[src/core/scsi_dma_pkg.sv]
package scsi_dma_pkg;
  localparam int          DATA_W         = 8;
  localparam logic [2:0]  ADDR_DATA      = 3'h0;
  localparam logic [2:0]  ADDR_MODE      = 3'h1;
  localparam logic [2:0]  ADDR_STATUS    = 3'h2;
  localparam logic [2:0]  ADDR_CTRL      = 3'h3;
  localparam logic [7:0]  MODE_RESET     = 8'h00;
  localparam int          MODE_DMA_BIT   = 0;
  localparam int          MODE_PCHK_BIT  = 1;
  localparam int          MODE_TGT_BIT   = 2;
  localparam int          MODE_ARB_BIT   = 3;
  localparam int          MODE_SEND_BIT  = 4;
  localparam logic [7:0]  BYTE_RESET     = 8'h00;

  typedef enum logic [2:0] {
    XFER_IDLE = 3'b001,
    XFER_REQ  = 3'b010,
    XFER_ACK  = 3'b100
  } xfer_state_t;
endpackage

[src/core/scsi_dma_if.sv]
`timescale 1ns/1ps
interface scsi_dma_if;
  logic [7:0] wr_data;
  logic       wr_en;
  logic [7:0] rd_data;
  logic       rd_en;
  modport host (output wr_data, output wr_en, output rd_en, input rd_data);
  modport port (input wr_data, input wr_en, input rd_en, output rd_data);
endinterface

[src/core/scsi_data_latch.sv]
`timescale 1ns/1ps
module scsi_data_latch
  import scsi_dma_pkg::*;
(
  input  wire logic clk_sys_i,
  input  wire logic rst_i,
  scsi_dma_if.port  lat
);
  logic [DATA_W-1:0] mem;
  logic [DATA_W-1:0] next_mem;
  logic [DATA_W-1:0] rd_q;
  logic [DATA_W-1:0] next_rd_q;

  always_comb begin
    next_mem  = lat.wr_en ? lat.wr_data : mem;
    next_rd_q = lat.rd_en ? mem : rd_q;
  end

  always_ff @(posedge clk_sys_i) begin
    if (rst_i) begin
      mem  <= BYTE_RESET;
      rd_q <= BYTE_RESET;
    end else begin
      mem  <= next_mem;
      rd_q <= next_rd_q;
    end
  end

  assign lat.rd_data = rd_q;
endmodule

[src/core/scsi_bus_dma_handshake.sv]
`timescale 1ns/1ps
// What this block does
// - dma_request rises when the data register is ready, only while DMA mode is enabled.
// - an active-low dma_acknowledge clears dma_request.
// - dma_acknowledge replaces bus_unit_select and routes the access to the data register.
// - read strobe with dma_acknowledge puts the input data register on the host bus.
// - odd parity is driven with every byte sent in send mode; received parity checking is optional.
// - parity is ignored during arbitration and never flagged then.
// - the target drives control/data, true meaning control, false meaning data.
// - the open-drain active-low busy line marks the bus in use, driven by either role.
// - the SCSI data bus is eight active-low open-drain lines, bit 0 least significant.
// - end_of_process_input during a DMA cycle ends requests after the current byte.
// - the host data bus is 8-bit active-high tri-state, bit 0 least significant.
module scsi_bus_dma_handshake
  import scsi_dma_pkg::*;
(
  input  wire logic       clk_sys_i,
  input  wire logic       rst_i,
  input  wire logic [2:0] addr_i,
  input  wire logic       bus_unit_select_n_i,
  input  wire logic       dma_acknowledge_n_i,
  input  wire logic       rd_n_i,
  input  wire logic       wr_n_i,
  input  wire logic       end_of_process_input_n_i,
  input  wire logic [7:0] host_data_i,
  output logic      [7:0] host_data_o,
  output logic            host_data_oe_o,
  output logic            dma_request_o,
  input  wire logic [7:0] scsi_data_n_i,
  output logic      [7:0] scsi_data_n_o,
  output logic      [7:0] scsi_data_oe_o,
  input  wire logic       scsi_parity_n_i,
  output logic            scsi_parity_n_o,
  output logic            scsi_parity_oe_o,
  input  wire logic       busy_n_i,
  output logic            busy_n_o,
  output logic            busy_oe_o,
  input  wire logic       control_data_i,
  output logic            control_data_o,
  output logic            control_data_oe_o,
  input  wire logic       data_strobe_i,
  output logic            parity_error_o,
  output logic            bus_in_use_o,
  output logic            control_phase_o
);
  scsi_dma_if lat ();

  xfer_state_t state;
  xfer_state_t next_state;
  logic [7:0]  mode;
  logic [7:0]  next_mode;
  logic [7:0]  ctrl_out;
  logic [7:0]  next_ctrl_out;
  logic [7:0]  out_byte;
  logic [7:0]  next_out_byte;
  logic        halted;
  logic        next_halted;
  logic        par_err;
  logic        next_par_err;
  logic        rd_prev;
  logic        rd_pend;
  logic        next_rd_pend;
  logic [7:0]  rd_mux;
  logic [7:0]  next_rd_mux;

  function automatic logic odd_par(input logic [7:0] b);
    odd_par = ~^b;
  endfunction

  // access decode: dma_acknowledge selects the data register alone
  logic dma_sel;
  logic reg_sel;
  logic acc_rd;
  logic acc_wr;
  assign dma_sel = ~dma_acknowledge_n_i;
  assign reg_sel = ~bus_unit_select_n_i & dma_acknowledge_n_i;
  assign acc_rd  = ~rd_n_i & (dma_sel | reg_sel);
  assign acc_wr  = ~wr_n_i & (dma_sel | reg_sel);

  logic data_acc;
  assign data_acc = dma_sel | (reg_sel & addr_i == ADDR_DATA);

  // receive path: latch SCSI byte on strobe while send mode is off; host data-register writes go to out_byte
  logic [7:0] rx_byte;
  assign rx_byte = ~scsi_data_n_i;
  always_comb begin
    lat.wr_en   = 1'b0;
    lat.wr_data = rx_byte;
    if (data_strobe_i && !mode[MODE_SEND_BIT]) begin
      lat.wr_en = 1'b1;
    end
    lat.rd_en = acc_rd & data_acc & ~rd_prev;
  end

  scsi_data_latch u_latch (
    .clk_sys_i (clk_sys_i),
    .rst_i     (rst_i),
    .lat       (lat.port)
  );

  always_comb begin
    next_mode     = mode;
    next_ctrl_out = ctrl_out;
    next_out_byte = out_byte;
    if (acc_wr && !data_acc && addr_i == ADDR_MODE) begin
      next_mode = host_data_i;
    end
    if (acc_wr && !data_acc && addr_i == ADDR_CTRL) begin
      next_ctrl_out = host_data_i;
    end
    if (acc_wr && data_acc) begin
      next_out_byte = host_data_i;
    end
  end

  // handshake
  always_comb begin
    next_state  = state;
    next_halted = halted;
    if (!mode[MODE_DMA_BIT]) begin
      next_state  = XFER_IDLE;
      next_halted = 1'b0;
    end else begin
      if (!end_of_process_input_n_i && state != XFER_IDLE) begin
        next_halted = 1'b1;
      end
      case (state)
        XFER_IDLE: begin
          if (!halted && (mode[MODE_SEND_BIT] || data_strobe_i)) begin
            next_state = XFER_REQ;
          end
        end
        XFER_REQ: begin
          if (dma_sel) begin
            next_state = XFER_ACK;
          end
        end
        XFER_ACK: begin
          if (!dma_sel) begin
            next_state = XFER_IDLE;
          end
        end
        default: next_state = XFER_IDLE;
      endcase
    end
  end

  // parity check
  always_comb begin
    next_par_err = par_err;
    if (acc_rd && !data_acc && addr_i == ADDR_STATUS && !rd_prev) begin
      next_par_err = 1'b0;
    end
    if (data_strobe_i && mode[MODE_PCHK_BIT] && !mode[MODE_ARB_BIT]
        && (~scsi_parity_n_i) != odd_par(rx_byte)) begin
      next_par_err = 1'b1;
    end
  end

  // host read mux
  always_comb begin
    next_rd_pend = acc_rd;
    case (addr_i)
      ADDR_MODE:   next_rd_mux = mode;
      ADDR_STATUS: next_rd_mux = {4'h0, par_err, ~busy_n_i, control_data_i, state == XFER_REQ};
      ADDR_CTRL:   next_rd_mux = ctrl_out;
      default:     next_rd_mux = 8'h00;
    endcase
  end

  always_ff @(posedge clk_sys_i) begin
    if (rst_i) begin
      state    <= XFER_IDLE;
      mode     <= MODE_RESET;
      ctrl_out <= BYTE_RESET;
      out_byte <= BYTE_RESET;
      halted   <= 1'b0;
      par_err  <= 1'b0;
      rd_prev  <= 1'b0;
      rd_pend  <= 1'b0;
      rd_mux   <= BYTE_RESET;
    end else begin
      state    <= next_state;
      mode     <= next_mode;
      ctrl_out <= next_ctrl_out;
      out_byte <= next_out_byte;
      halted   <= next_halted;
      par_err  <= next_par_err;
      rd_prev  <= acc_rd;
      rd_pend  <= next_rd_pend;
      rd_mux   <= next_rd_mux;
    end
  end

  // ctrl_out: bit0 busy, bit1 control/data; data read returns latched byte
  logic data_rd_q;
  always_ff @(posedge clk_sys_i) begin
    if (rst_i) begin
      data_rd_q         <= 1'b0;
      host_data_oe_o    <= 1'b0;
      host_data_o       <= BYTE_RESET;
      dma_request_o     <= 1'b0;
      scsi_data_n_o     <= BYTE_RESET;
      scsi_data_oe_o    <= BYTE_RESET;
      scsi_parity_n_o   <= 1'b0;
      scsi_parity_oe_o  <= 1'b0;
      busy_n_o          <= 1'b0;
      busy_oe_o         <= 1'b0;
      control_data_o    <= 1'b0;
      control_data_oe_o <= 1'b0;
      parity_error_o    <= 1'b0;
      bus_in_use_o      <= 1'b0;
      control_phase_o   <= 1'b0;
    end else begin
      data_rd_q         <= acc_rd & data_acc;
      host_data_oe_o    <= rd_pend & acc_rd;
      host_data_o       <= data_rd_q ? lat.rd_data : rd_mux;
      dma_request_o     <= next_state == XFER_REQ && mode[MODE_DMA_BIT];
      scsi_data_n_o     <= 8'h00;
      scsi_data_oe_o    <= mode[MODE_SEND_BIT] ? out_byte : 8'h00;
      scsi_parity_n_o   <= 1'b0;
      scsi_parity_oe_o  <= mode[MODE_SEND_BIT] & odd_par(out_byte);
      busy_n_o          <= 1'b0;
      busy_oe_o         <= ctrl_out[0];
      control_data_o    <= 1'b1;
      control_data_oe_o <= mode[MODE_TGT_BIT] & ctrl_out[1];
      parity_error_o    <= next_par_err;
      bus_in_use_o      <= ~busy_n_i;
      control_phase_o   <= control_data_i;
    end
  end
endmodule

[config.mk]
export PLATFORM = sky130hd
export DESIGN_NAME = scsi_bus_dma_handshake
export DESIGN_NICKNAME = d
export VERILOG_FILES = /design/src/core/scsi_dma_pkg.sv /design/src/core/scsi_dma_if.sv /design/src/core/scsi_data_latch.sv /design/src/core/scsi_bus_dma_handshake.sv
export SDC_FILE = /design/constraint.sdc
export NUM_CORES = 1
export LEC_CHECK = 0
export BUFFER_PORTS_ARGS = -buffer_cell sky130_fd_sc_hd__buf_2
export CAP_MARGIN = 20
export CORE_ASPECT_RATIO = 1.4
export CORE_MARGIN = 2
export CORE_UTILIZATION = 40
export CTS_CLUSTER_DIAMETER = 120
export DETAILED_ROUTE_END_ITERATION = 16
export GPL_ROUTABILITY_DRIVEN = 1
export SLEW_MARGIN = 10
export SYNTH_ARGS = -nofsm -noshare
export SYNTH_HDL_FRONTEND = slang
export SYNTH_SLANG_ARGS = --single-unit
export TNS_END_PERCENT = 30
[constraint.sdc]
create_clock -name clk_sys_i -period 1.1 [get_ports clk_sys_i]
set_input_delay 0.11 -clock clk_sys_i [delete_from_list [all_inputs] [get_ports clk_sys_i]]
set_output_delay 0.11 -clock clk_sys_i [all_outputs]
set_load 0.1 [all_outputs]
==> impl_metrics.py, run 1 <==
metrics = {
    "power_and_ir_drop": {
        "p_clk_share_pct": 34.3,
        "p_leak_uw": 0.001792,
        "seqPwrFrac_pct": 52.5,
        "power.density_nw_per_um2": 1373,
        "p_sw_share_pct": 28.21,
        "ir_drop_mv": 0.7505,
        "pwr-share-comb_pct": 13.2,
        "p_switching_uw": 1590,
        "p_int_uw": 4045,
    },
    "setup_path": {
        "worst-setup-path-type": "flip-flop to flip-flop",
        "reg2reg_from": "rd_pend$_SDFF_PP0_",
        "critPathCapture": "u_latch.lat.rd_data[1]$_SDFFE_PP0P_",
        "required_ps": 1330,
        "ff2ff_path_depth": 5,
        "start_kind": "flip-flop",
        "r2r-end": "u_latch.lat.rd_data[1]$_SDFFE_PP0P_",
        "cp_max_fo": 8,
        "r2r_setup_slack_ps": -60,
        "arrival_ps": 1390,
        "crit_path_end_kind": "flip-flop",
        "cp-startpoint": "rd_pend$_SDFF_PP0_",
    },
    "final_layout": {
        "utilization_pct": 56.12,
        "diodes": 0,
        "fillers": 671,
        "multi_input_comb_area_um2": 1313,
        "final_nets": 408,
        "final_common_cell": "dfxtp_1",
        "final_area_um2": 4105,
        "syn2layout_area_growth_pct": 36.42,
        "mostFrequentLayoutCells": "dfxtp_1 (75), nor2_1 (53), mux2i_1 (35)",
        "final_cells": 480,
        "layout-drive-gt1-share_pct": 28.20,
        "seqCellArea_um2": 1587,
    },
    "floorplanning": {
        "top_level_ports": 65,
        "dieArea_um2": 8243,
        "start_util_pct": 41.14,
        "rows": 37,
        "core_um2": 7315,
        "fp.dieW_um": 77.31,
        "fp.dieH_um": 106.6,
    },
    "placement": {
        "dpl_cell_area_um2": 3837,
        "gp_congestion": 0.7934,
        "dp.cells": 458,
        "dp_hpwl_um": 4696,
        "io_buffers": 54,
    },
    "clock_tree": {
        "htreeDepth": 3,
        "clockBufferDepth": 2,
        "clkSinkCount": 79,
        "cts_tree": "built",
        "clockRootBuffer": "clkbuf_8",
        "cts.reportedPaths.clkPinSlew_ps": 80,
        "cts_buffers": 9,
        "insertion_delay_ps": 350,
    },
    "routing": {
        "post_drt_wl_per_cell_um": 13.01,
        "route.detailed.drc": 0,
        "drtAntennaViolNets": 0,
        "vias": 2211,
        "routed_wl_um": 6243,
        "viasPerCell": 4.606,
        "drt_iter0_drc": 76,
        "dr.pass1.iters": 4,
    },
    "synthesis": {
        "ys_ff_latch": 79,
        "synth.cell_area_um2": 3009,
        "synth_cells": 301,
        "yosys_warnings": 0,
        "synthArstFlopShare_pct": 0,
        "synth_seq_area_share_pct": 52.56,
        "yosys.cell_types.count": 40,
        "avgSynthCellArea_um2": 9.997,
        "synth_edf_count": 0,
        "synthFlopType": "dfxtp_1",
    },
    "sta": {
        "grt_setup_unrepaired": "true",
        "fin_crit_sh_pct": 105.9,
        "fmax_ghz": 0.8586,
        "hold_violations": 0,
        "drv_slew": 0,
        "min_period_ps": 1165,
        "setup_viol_count_final": 9,
        "setup_ws_ps": -64.63,
        "finalClockSkew_ps": 7.554,
    },
    "global_route": {
        "grt_pass1_vias": 2254,
        "gr-usage-all-layers_pct": 16.60,
        "antenna_found_initial": 0,
        "grt_max_degree": 27,
        "grt_pass1_wl_um": 10700,
        "overflow": 0,
    },
    "run_status": {
        "violations": "negative setup slack",
        "status": "complete, but fails checks",
    },
    "hold_path": {
        "hp-class": "primary input to flip-flop",
    },
    "flow_run": {
        "cap_violations": 0,
    },
}
==> layer usage <==
metal | vias up | routed length [um] | track usage, %
li1 | 1143 | - | -
met1 | 1014 | 2729 | 19.73
met2 | 46 | 3181 | 28.45
met3 | 8 | 204 | 2.862
met4 | 0 | 128 | 8.801
met5 | - | 0 | 0
==> worst min path at each step <==
stage / from / end / slack [ps] / cells past startpoint
finish: host_data_i[4] / out_byte[4]$_SDFFE_PP0P_ / 20 / 3
CTS: host_data_i[4] / out_byte[4]$_SDFFE_PP0P_ / 10 / 3
global route: host_data_i[5] / out_byte[5]$_SDFFE_PP0P_ / 20 / 3
global placement: busy_n_i / bus_in_use_o$_SDFF_PP0_ / 300 / 2
floorplan: busy_n_i / bus_in_use_o$_SDFF_PP0_ / 180 / 1
detailed placement: busy_n_i / bus_in_use_o$_SDFF_PP0_ / 290 / 2
==> cells in the mapped netlist, types with 2 or more instances <==
cell type,count,area (um2)
a21oi_1,9,45.04
a211oi_1,10,75.07
buf_1,3,11.26
buf_2,3,15.01
buf_4,12,90.09
xnor2_1,12,105.1
inv_1,2,7.510
nor2_1,53,198.9
mux2_1,3,33.78
nor2b_1,6,37.54
mux2i_1,36,360.4
clkbuf_1,9,33.78
a22oi_1,3,22.52
o21ai_1,9,45.04
nand2_1,13,48.80
dfxtp_1,79,1582
xor2_1,2,17.52
nor3_1,6,30.03
and2_1,10,62.56
==> cell type report <==
class / count / share of cell area [%]
Tap cell: 97 / 2.956
Multi-Input combinational cell: 200 / 31.97
Timing Repair Buffer: 85 / 21.76
Inverter: 3 / 0.2743
Sequential cell: 79 / 38.65
Clock buffer: 9 / 3.017
Clock inverter: 7 / 1.372
==> per-stage QoR <==
stage / hold slack, ps / setup TNS (ps) / setup slack, ps / power [uW]
after floorplan: 176.7 / -217.1 / -34.68 / 3543
after global placement: 299.2 / -4351 / -175.6 / 3736
after detailed placement: 289.5 / -4896 / -221.7 / 3742
after CTS: 9.508 / -137.6 / -30.59 / 5678
after global routing: 22.92 / -1118 / -175.8 / 5880
final: 22.61 / -292.4 / -64.63 / 5635
==> critical path: stages, from the launching register on <==
cell	delay (ps)
dfxtp_2	330
a211oi_2	190
buf_4	160
nand2b_4	120
mux2i_2	190
nor2_1	70
==> state kept, by name (all words and copies together) (netlist names), 3 cells and up <==
signal / count
ctrl_out: 8
host_data_o: 8
mode: 8
out_byte: 8
rd_mux: 8
scsi_data_oe_o: 8
state: 3
u_latch.lat.rd_data: 8
u_latch.mem: 8
==> cells by family after synthesis <==
family	share of synthesized area [%]
buffers and inverters	5.738
xor gates and xnor gates	4.823
AOI/OAI and AO/OA	8.108
other	0.1246
and+or+nand+nor	15.18
DFF	52.56
muxes	13.47
==> power groups by stage <==
stage	clock (uW)	sequential, uW	combinational [uW]
after floorplan	0	3070	468
after global placement	0	3020	711
after detailed placement	0	3030	716
after CTS	1980	2960	739
after global routing	2110	2970	796
final	1930	2960	741
==> what timing repair did <==
action | 4_1_cts | 5_1_grt
setup endpoints to repair | 8 | 16
pin swaps | 0 | 6
endpoints found under the hold margin | 6 | 0
resized for setup | 2 | 6
hold buffers | 6 | 0
setup buffers | 0 | 1
Power figures use the tool's default switching activity.
==> inputs of run 2 (changes only) <==
SKIP_CTS_REPAIR_TIMING = 1   (was not set)
==> run 2 against run 1 <==
The run still ends with negative setup slack left. Non-clock buffer count increased by 1. Sequential share of layout area down 0.070 points. Register-to-register slack better by 30 ps. Critical endpoint unchanged. Largest cell class unchanged. Largest power group unchanged.
==> impl_metrics.py, run 2 (same netlist as run 1, synthesis figures left out) <==
metrics = {
    "run_status": {
        "status": "complete, but fails checks",
        "violations": "negative setup slack",
    },
    "clock_tree": {
        "clkSinkCount": 79,
        "clockRootBuffer": "clkbuf_8",
        "cts_tree": "built",
        "cts_buffers": 9,
        "insertion_delay_ps": 350,
        "cts.reportedPaths.clkPinSlew_ps": 80,
        "htreeDepth": 3,
        "clockBufferDepth": 2,
    },
    "floorplanning": {
        "fp.dieH_um": 106.6,
        "fp.dieW_um": 77.31,
        "core_um2": 7315,
        "dieArea_um2": 8243,
        "rows": 37,
        "start_util_pct": 41.14,
        "top_level_ports": 65,
    },
    "hold_path": {
        "hp-class": "primary input to flip-flop",
        "holdPathStages": 3,
        "min_from": "host_data_i[4]",
        "holdPathEnd": "out_byte[4]$_SDFFE_PP0P_",
    },
    "setup_path": {
        "start_kind": "flip-flop",
        "r2r-end": "u_latch.lat.rd_data[1]$_SDFFE_PP0P_",
        "crit_path_end_kind": "flip-flop",
        "arrival_ps": 1370,
        "cp-startpoint": "rd_pend$_SDFF_PP0_",
        "required_ps": 1330,
        "r2r_setup_slack_ps": -40,
        "slowest_delay_ps": 330,
        "worst-setup-path-type": "flip-flop to flip-flop",
        "cp_max_fo": 8,
        "reg2reg_from": "rd_pend$_SDFF_PP0_",
        "path_cells": "a211oi_2, buf_4, nand2b_4, buf_6, mux2i_1, nor2_1",
        "ff2ff_path_depth": 6,
        "crit_slowest_cell": "dfxtp_2",
    },
    "sta": {
        "hold_violations": 0,
        "min_period_ps": 1136,
        "setup_ws_ps": -35.53,
        "drv_slew": 0,
        "finalClockSkew_ps": 7.334,
        "grt_setup_unrepaired": "true",
        "setup_viol_count_final": 9,
        "fmax_ghz": 0.8806,
        "fin_crit_sh_pct": 103.2,
    },
    "power_and_ir_drop": {
        "p_total_uw": 5642,
        "ir_drop_mv": 0.7529,
        "p_leak_uw": 0.001803,
        "power.density_nw_per_um2": 1372,
    },
    "global_route": {
        "gr-usage-all-layers_pct": 16.29,
        "grt_pass1_wl_um": 10510,
        "antenna_found_initial": 0,
        "overflow": 0,
        "grt_max_degree": 27,
        "grt_pass1_vias": 2207,
    },
    "routing": {
        "route.detailed.drc": 0,
        "drt_iter0_drc": 94,
        "dr.pass1.iters": 4,
        "viasPerCell": 4.632,
        "post_drt_wl_per_cell_um": 13.02,
        "routed_wl_um": 6265,
        "vias": 2228,
        "drtAntennaViolNets": 0,
    },
    "placement": {
        "dp_hpwl_um": 4696,
        "gp_congestion": 0.7934,
        "io_buffers": 54,
    },
    "final_layout": {
        "mostFrequentLayoutCells": "dfxtp_1 (75), nor2_1 (53), mux2i_1 (36)",
        "final_common_cell": "dfxtp_1",
        "utilization_pct": 56.23,
        "layout-drive-gt1-share_pct": 28.13,
        "syn2layout_area_growth_pct": 36.67,
        "final_nets": 409,
        "diodes": 0,
    },
    "flow_run": {
        "cap_violations": 0,
    },
}
run 2: cell types whose count changed in the layout (fill, tap and decap cells not counted), sizes merged:
| cell | delta |
|---|---|
| buf | +1 |
run 2: worst max path at each step:
stage                                          end  slack, ps  cells after the start
2_1_floorplan          u_latch.mem[5]$_SDFFE_PP0P_        -30                      5
3_3_place_gp   u_latch.lat.rd_data[0]$_SDFFE_PP0P_       -180                      6
3_5_place_dp   u_latch.lat.rd_data[6]$_SDFFE_PP0P_       -220                      6
4_1_cts        u_latch.lat.rd_data[1]$_SDFFE_PP0P_        -90                      6
5_1_grt        u_latch.lat.rd_data[1]$_SDFFE_PP0P_       -170                      6
6_report       u_latch.lat.rd_data[1]$_SDFFE_PP0P_        -40                      6
run 2: final cells by class:
cell class | count | area, um2
clock inverter | 7 | 56.30
clock buffer | 9 | 123.9
fill | 670 | 3202
sequential | 79 | 1587
timing repair buffer | 86 | 904.6
multi-input combinational | 200 | 1309
inverter | 3 | 11.26
tap | 97 | 121.4
run 2: where the power goes:
group / internal, uW / leakage, uW / switching [uW]
Sequential: 2920 / 0.000642 / 41.2
Clock: 841 / 0.0000902 / 1100
Combinational: 287 / 0.00107 / 457
run 2: metrics by stage:
stage	hold slack [ps]	instance area (um2)	setup slack [ps]	instances	TNS, ps
after global placement	299.2	3837	-175.6	458	-4351
after global routing	22.92	4113	-165.5	481	-1001
after floorplan	176.7	3055	-34.68	310	-217.1
after CTS	-84.17	4018	-86.47	474	-584.5
after detailed placement	289.5	3837	-221.7	458	-4896
final	20.10	4113	-35.53	481	-194.9
run 2: critical path: cells and delay by family (launching register included):
| kind | cells | cell delay [ps] |
|---|---|---|
| multiplexers | 1 | 150 |
| flip-flops | 1 | 330 |
| buffers and inverters | 2 | 300 |
| AND/OR/NAND/NOR | 2 | 110 |
| AO/OA/AOI/OAI | 1 | 140 |
run 2: metal layers:
layer,global-route usage (%),up-vias,part of all wire (%)
li1,-,1145,-
met1,19.41,1026,43
met2,27.76,47,51
met3,2.862,10,3.2
met4,8.801,0,2.3
met5,0,-,0
==> inputs of run 3 (changes only) <==
clock period = 1.18 ns   (was 1.1 ns; I/O delays follow)
==> run 3 against run 2 <==
The flow now finishes without violations. First-iteration DRC count down 17%. Total power is 3.4% higher. Combinational power decreased by 9.0%. Core utilization shrank 0.79 points. Register-to-register slack better by 100 ps. Largest power group unchanged.
==> impl_metrics.py, run 3 (same netlist as run 1, synthesis figures left out) <==
metrics = {
    "setup_path": {
        "reg2reg_from": "rd_pend$_SDFF_PP0_",
        "slowest_delay_ps": 330,
        "worst-setup-path-type": "flip-flop to primary output",
        "cp_top_family": "flip-flops",
        "crit_slowest_cell": "dfxtp_1",
        "required_ps": 1060,
        "r2r_setup_slack_ps": 70,
        "path_cells": "clkbuf_4",
        "worst-path-buf-inv": 1,
        "start_kind": "flip-flop",
        "crit_path_end_kind": "primary output",
        "ff2ff_path_depth": 5,
        "cp_max_fo": 1,
        "arrival_ps": 990,
        "r2r-end": "u_latch.lat.rd_data[7]$_SDFFE_PP0P_",
    },
    "global_route": {
        "grt_max_degree": 21,
        "grt_pass1_wl_um": 10130,
        "overflow": 0,
        "antenna_found_initial": 0,
        "gr-usage-all-layers_pct": 15.79,
        "grt_pass1_vias": 2140,
    },
    "final_layout": {
        "seqCellArea_um2": 1584,
        "layout-drive-gt1-share_pct": 26.25,
        "final_nets": 406,
        "final_common_cell": "dfxtp_1",
        "final_cells": 478,
        "multi_input_comb_area_um2": 1296,
        "fillers": 693,
        "syn2layout_area_growth_pct": 34.76,
        "mostFrequentLayoutCells": "dfxtp_1 (77), nor2_1 (53), mux2i_1 (36)",
        "diodes": 0,
    },
    "power_and_ir_drop": {
        "pwr-share-comb_pct": 11.6,
        "p_switching_uw": 1391,
        "p_total_uw": 5832,
        "p_leak_uw": 0.001796,
        "power.density_nw_per_um2": 1438,
        "p_int_uw": 4441,
        "p_sw_share_pct": 23.86,
        "ir_drop_mv": 0.8621,
        "p_clk_share_pct": 41.1,
        "seqPwrFrac_pct": 47.3,
    },
    "hold_path": {
        "min_from": "control_data_i",
        "holdPathEnd": "control_phase_o$_SDFF_PP0_",
        "holdPathStages": 2,
        "hp-class": "primary input to flip-flop",
    },
    "floorplanning": {
        "fp.dieW_um": 77.31,
        "core_um2": 7315,
        "start_util_pct": 41.14,
        "dieArea_um2": 8243,
        "fp.dieH_um": 106.6,
        "top_level_ports": 65,
        "rows": 37,
    },
    "sta": {
        "min_period_ps": 1111,
        "grt_setup_unrepaired": "false",
        "fin_crit_sh_pct": 94.12,
        "fmax_ghz": 0.9004,
        "setup_viol_count_final": 0,
        "drv_slew": 0,
        "finalClockSkew_ps": 8.734,
        "hold_violations": 0,
    },
    "placement": {
        "dp.cells": 454,
        "dp_hpwl_um": 4451,
        "io_buffers": 54,
        "gp_congestion": 0.7765,
    },
    "routing": {
        "dr.pass1.iters": 4,
        "post_drt_wl_per_cell_um": 12.91,
        "routed_wl_um": 6173,
        "drtAntennaViolNets": 0,
        "vias": 2234,
        "route.detailed.drc": 0,
        "viasPerCell": 4.674,
        "drt_iter0_drc": 78,
    },
    "clock_tree": {
        "clockRootBuffer": "clkbuf_8",
        "cts.reportedPaths.clkPinSlew_ps": 70,
        "htreeDepth": 3,
        "insertion_delay_ps": 350,
        "cts_buffers": 9,
        "clkSinkCount": 79,
        "cts_tree": "built",
        "clockBufferDepth": 2,
    },
    "run_status": {
        "status": "finished, final reports clean",
    },
    "flow_run": {
        "cap_violations": 0,
    },
}
[run 3: area by class of cell]
cell class                      count  share of cell area [%]
Clock buffer                       11                   3.487
Multi-Input combinational cell    200                   31.97
Inverter                            3                  0.2777
Sequential cell                    79                   39.06
Clock inverter                      5                   2.561
Timing Repair Buffer               83                   19.65
Tap cell                           97                   2.993
[run 3: worst max path at each step]
stage	startpoint	endpoint	cells past startpoint
global placement	addr_i[2]	u_latch.lat.rd_data[5]$_SDFFE_PP0P_	6
CTS	host_data_oe_o$_SDFF_PP0_	host_data_oe_o	1
floorplan	dma_acknowledge_n_i	ctrl_out[0]$_SDFFE_PP0P_	6
detailed placement	addr_i[2]	u_latch.lat.rd_data[7]$_SDFFE_PP0P_	6
finish	host_data_o[3]$_SDFF_PP0_	host_data_o[3]	1
global route	rd_pend$_SDFF_PP0_	u_latch.lat.rd_data[7]$_SDFFE_PP0P_	5
[run 3: power by group through the flow]
stage,combinational [uW],sequential [uW],clock [uW]
after floorplan,434,2870,0
after global placement,642,2820,0
after detailed placement,648,2820,0
after CTS,651,2760,2470
after global routing,723,2760,2600
final,677,2760,2400
[run 3: through the flow]
stage | worst slack (ps) | TNS, ps | hold slack [ps] | cell area, um2 | utilization [%]
floorplan | 39.27 | 0 | 184.7 | 3047 | -
global placement | -125.3 | -2542 | 306.5 | 3697 | 50.55
detailed placement | -162.1 | -3375 | 302.6 | 3697 | 50.55
CTS | -42.98 | -287.6 | -75.07 | 3943 | 53.90
global route | 5.284 | 0 | 22.67 | 4055 | 55.44
finish | 69.43 | 0 | 21.96 | 4055 | 55.44
[run 3: metal layers]
layer / up-vias / global-route usage (%) / share of wire [%] / wire length [um]
met3: 10 / 3.704 / 3.1 / 190
li1: 1145 / - / - / -
met5: - / 0 / 0 / 0
met2: 43 / 25.96 / 51 / 3125
met4: 0 / 9.184 / 2.4 / 146
met1: 1036 / 18.75 / 44 / 2710
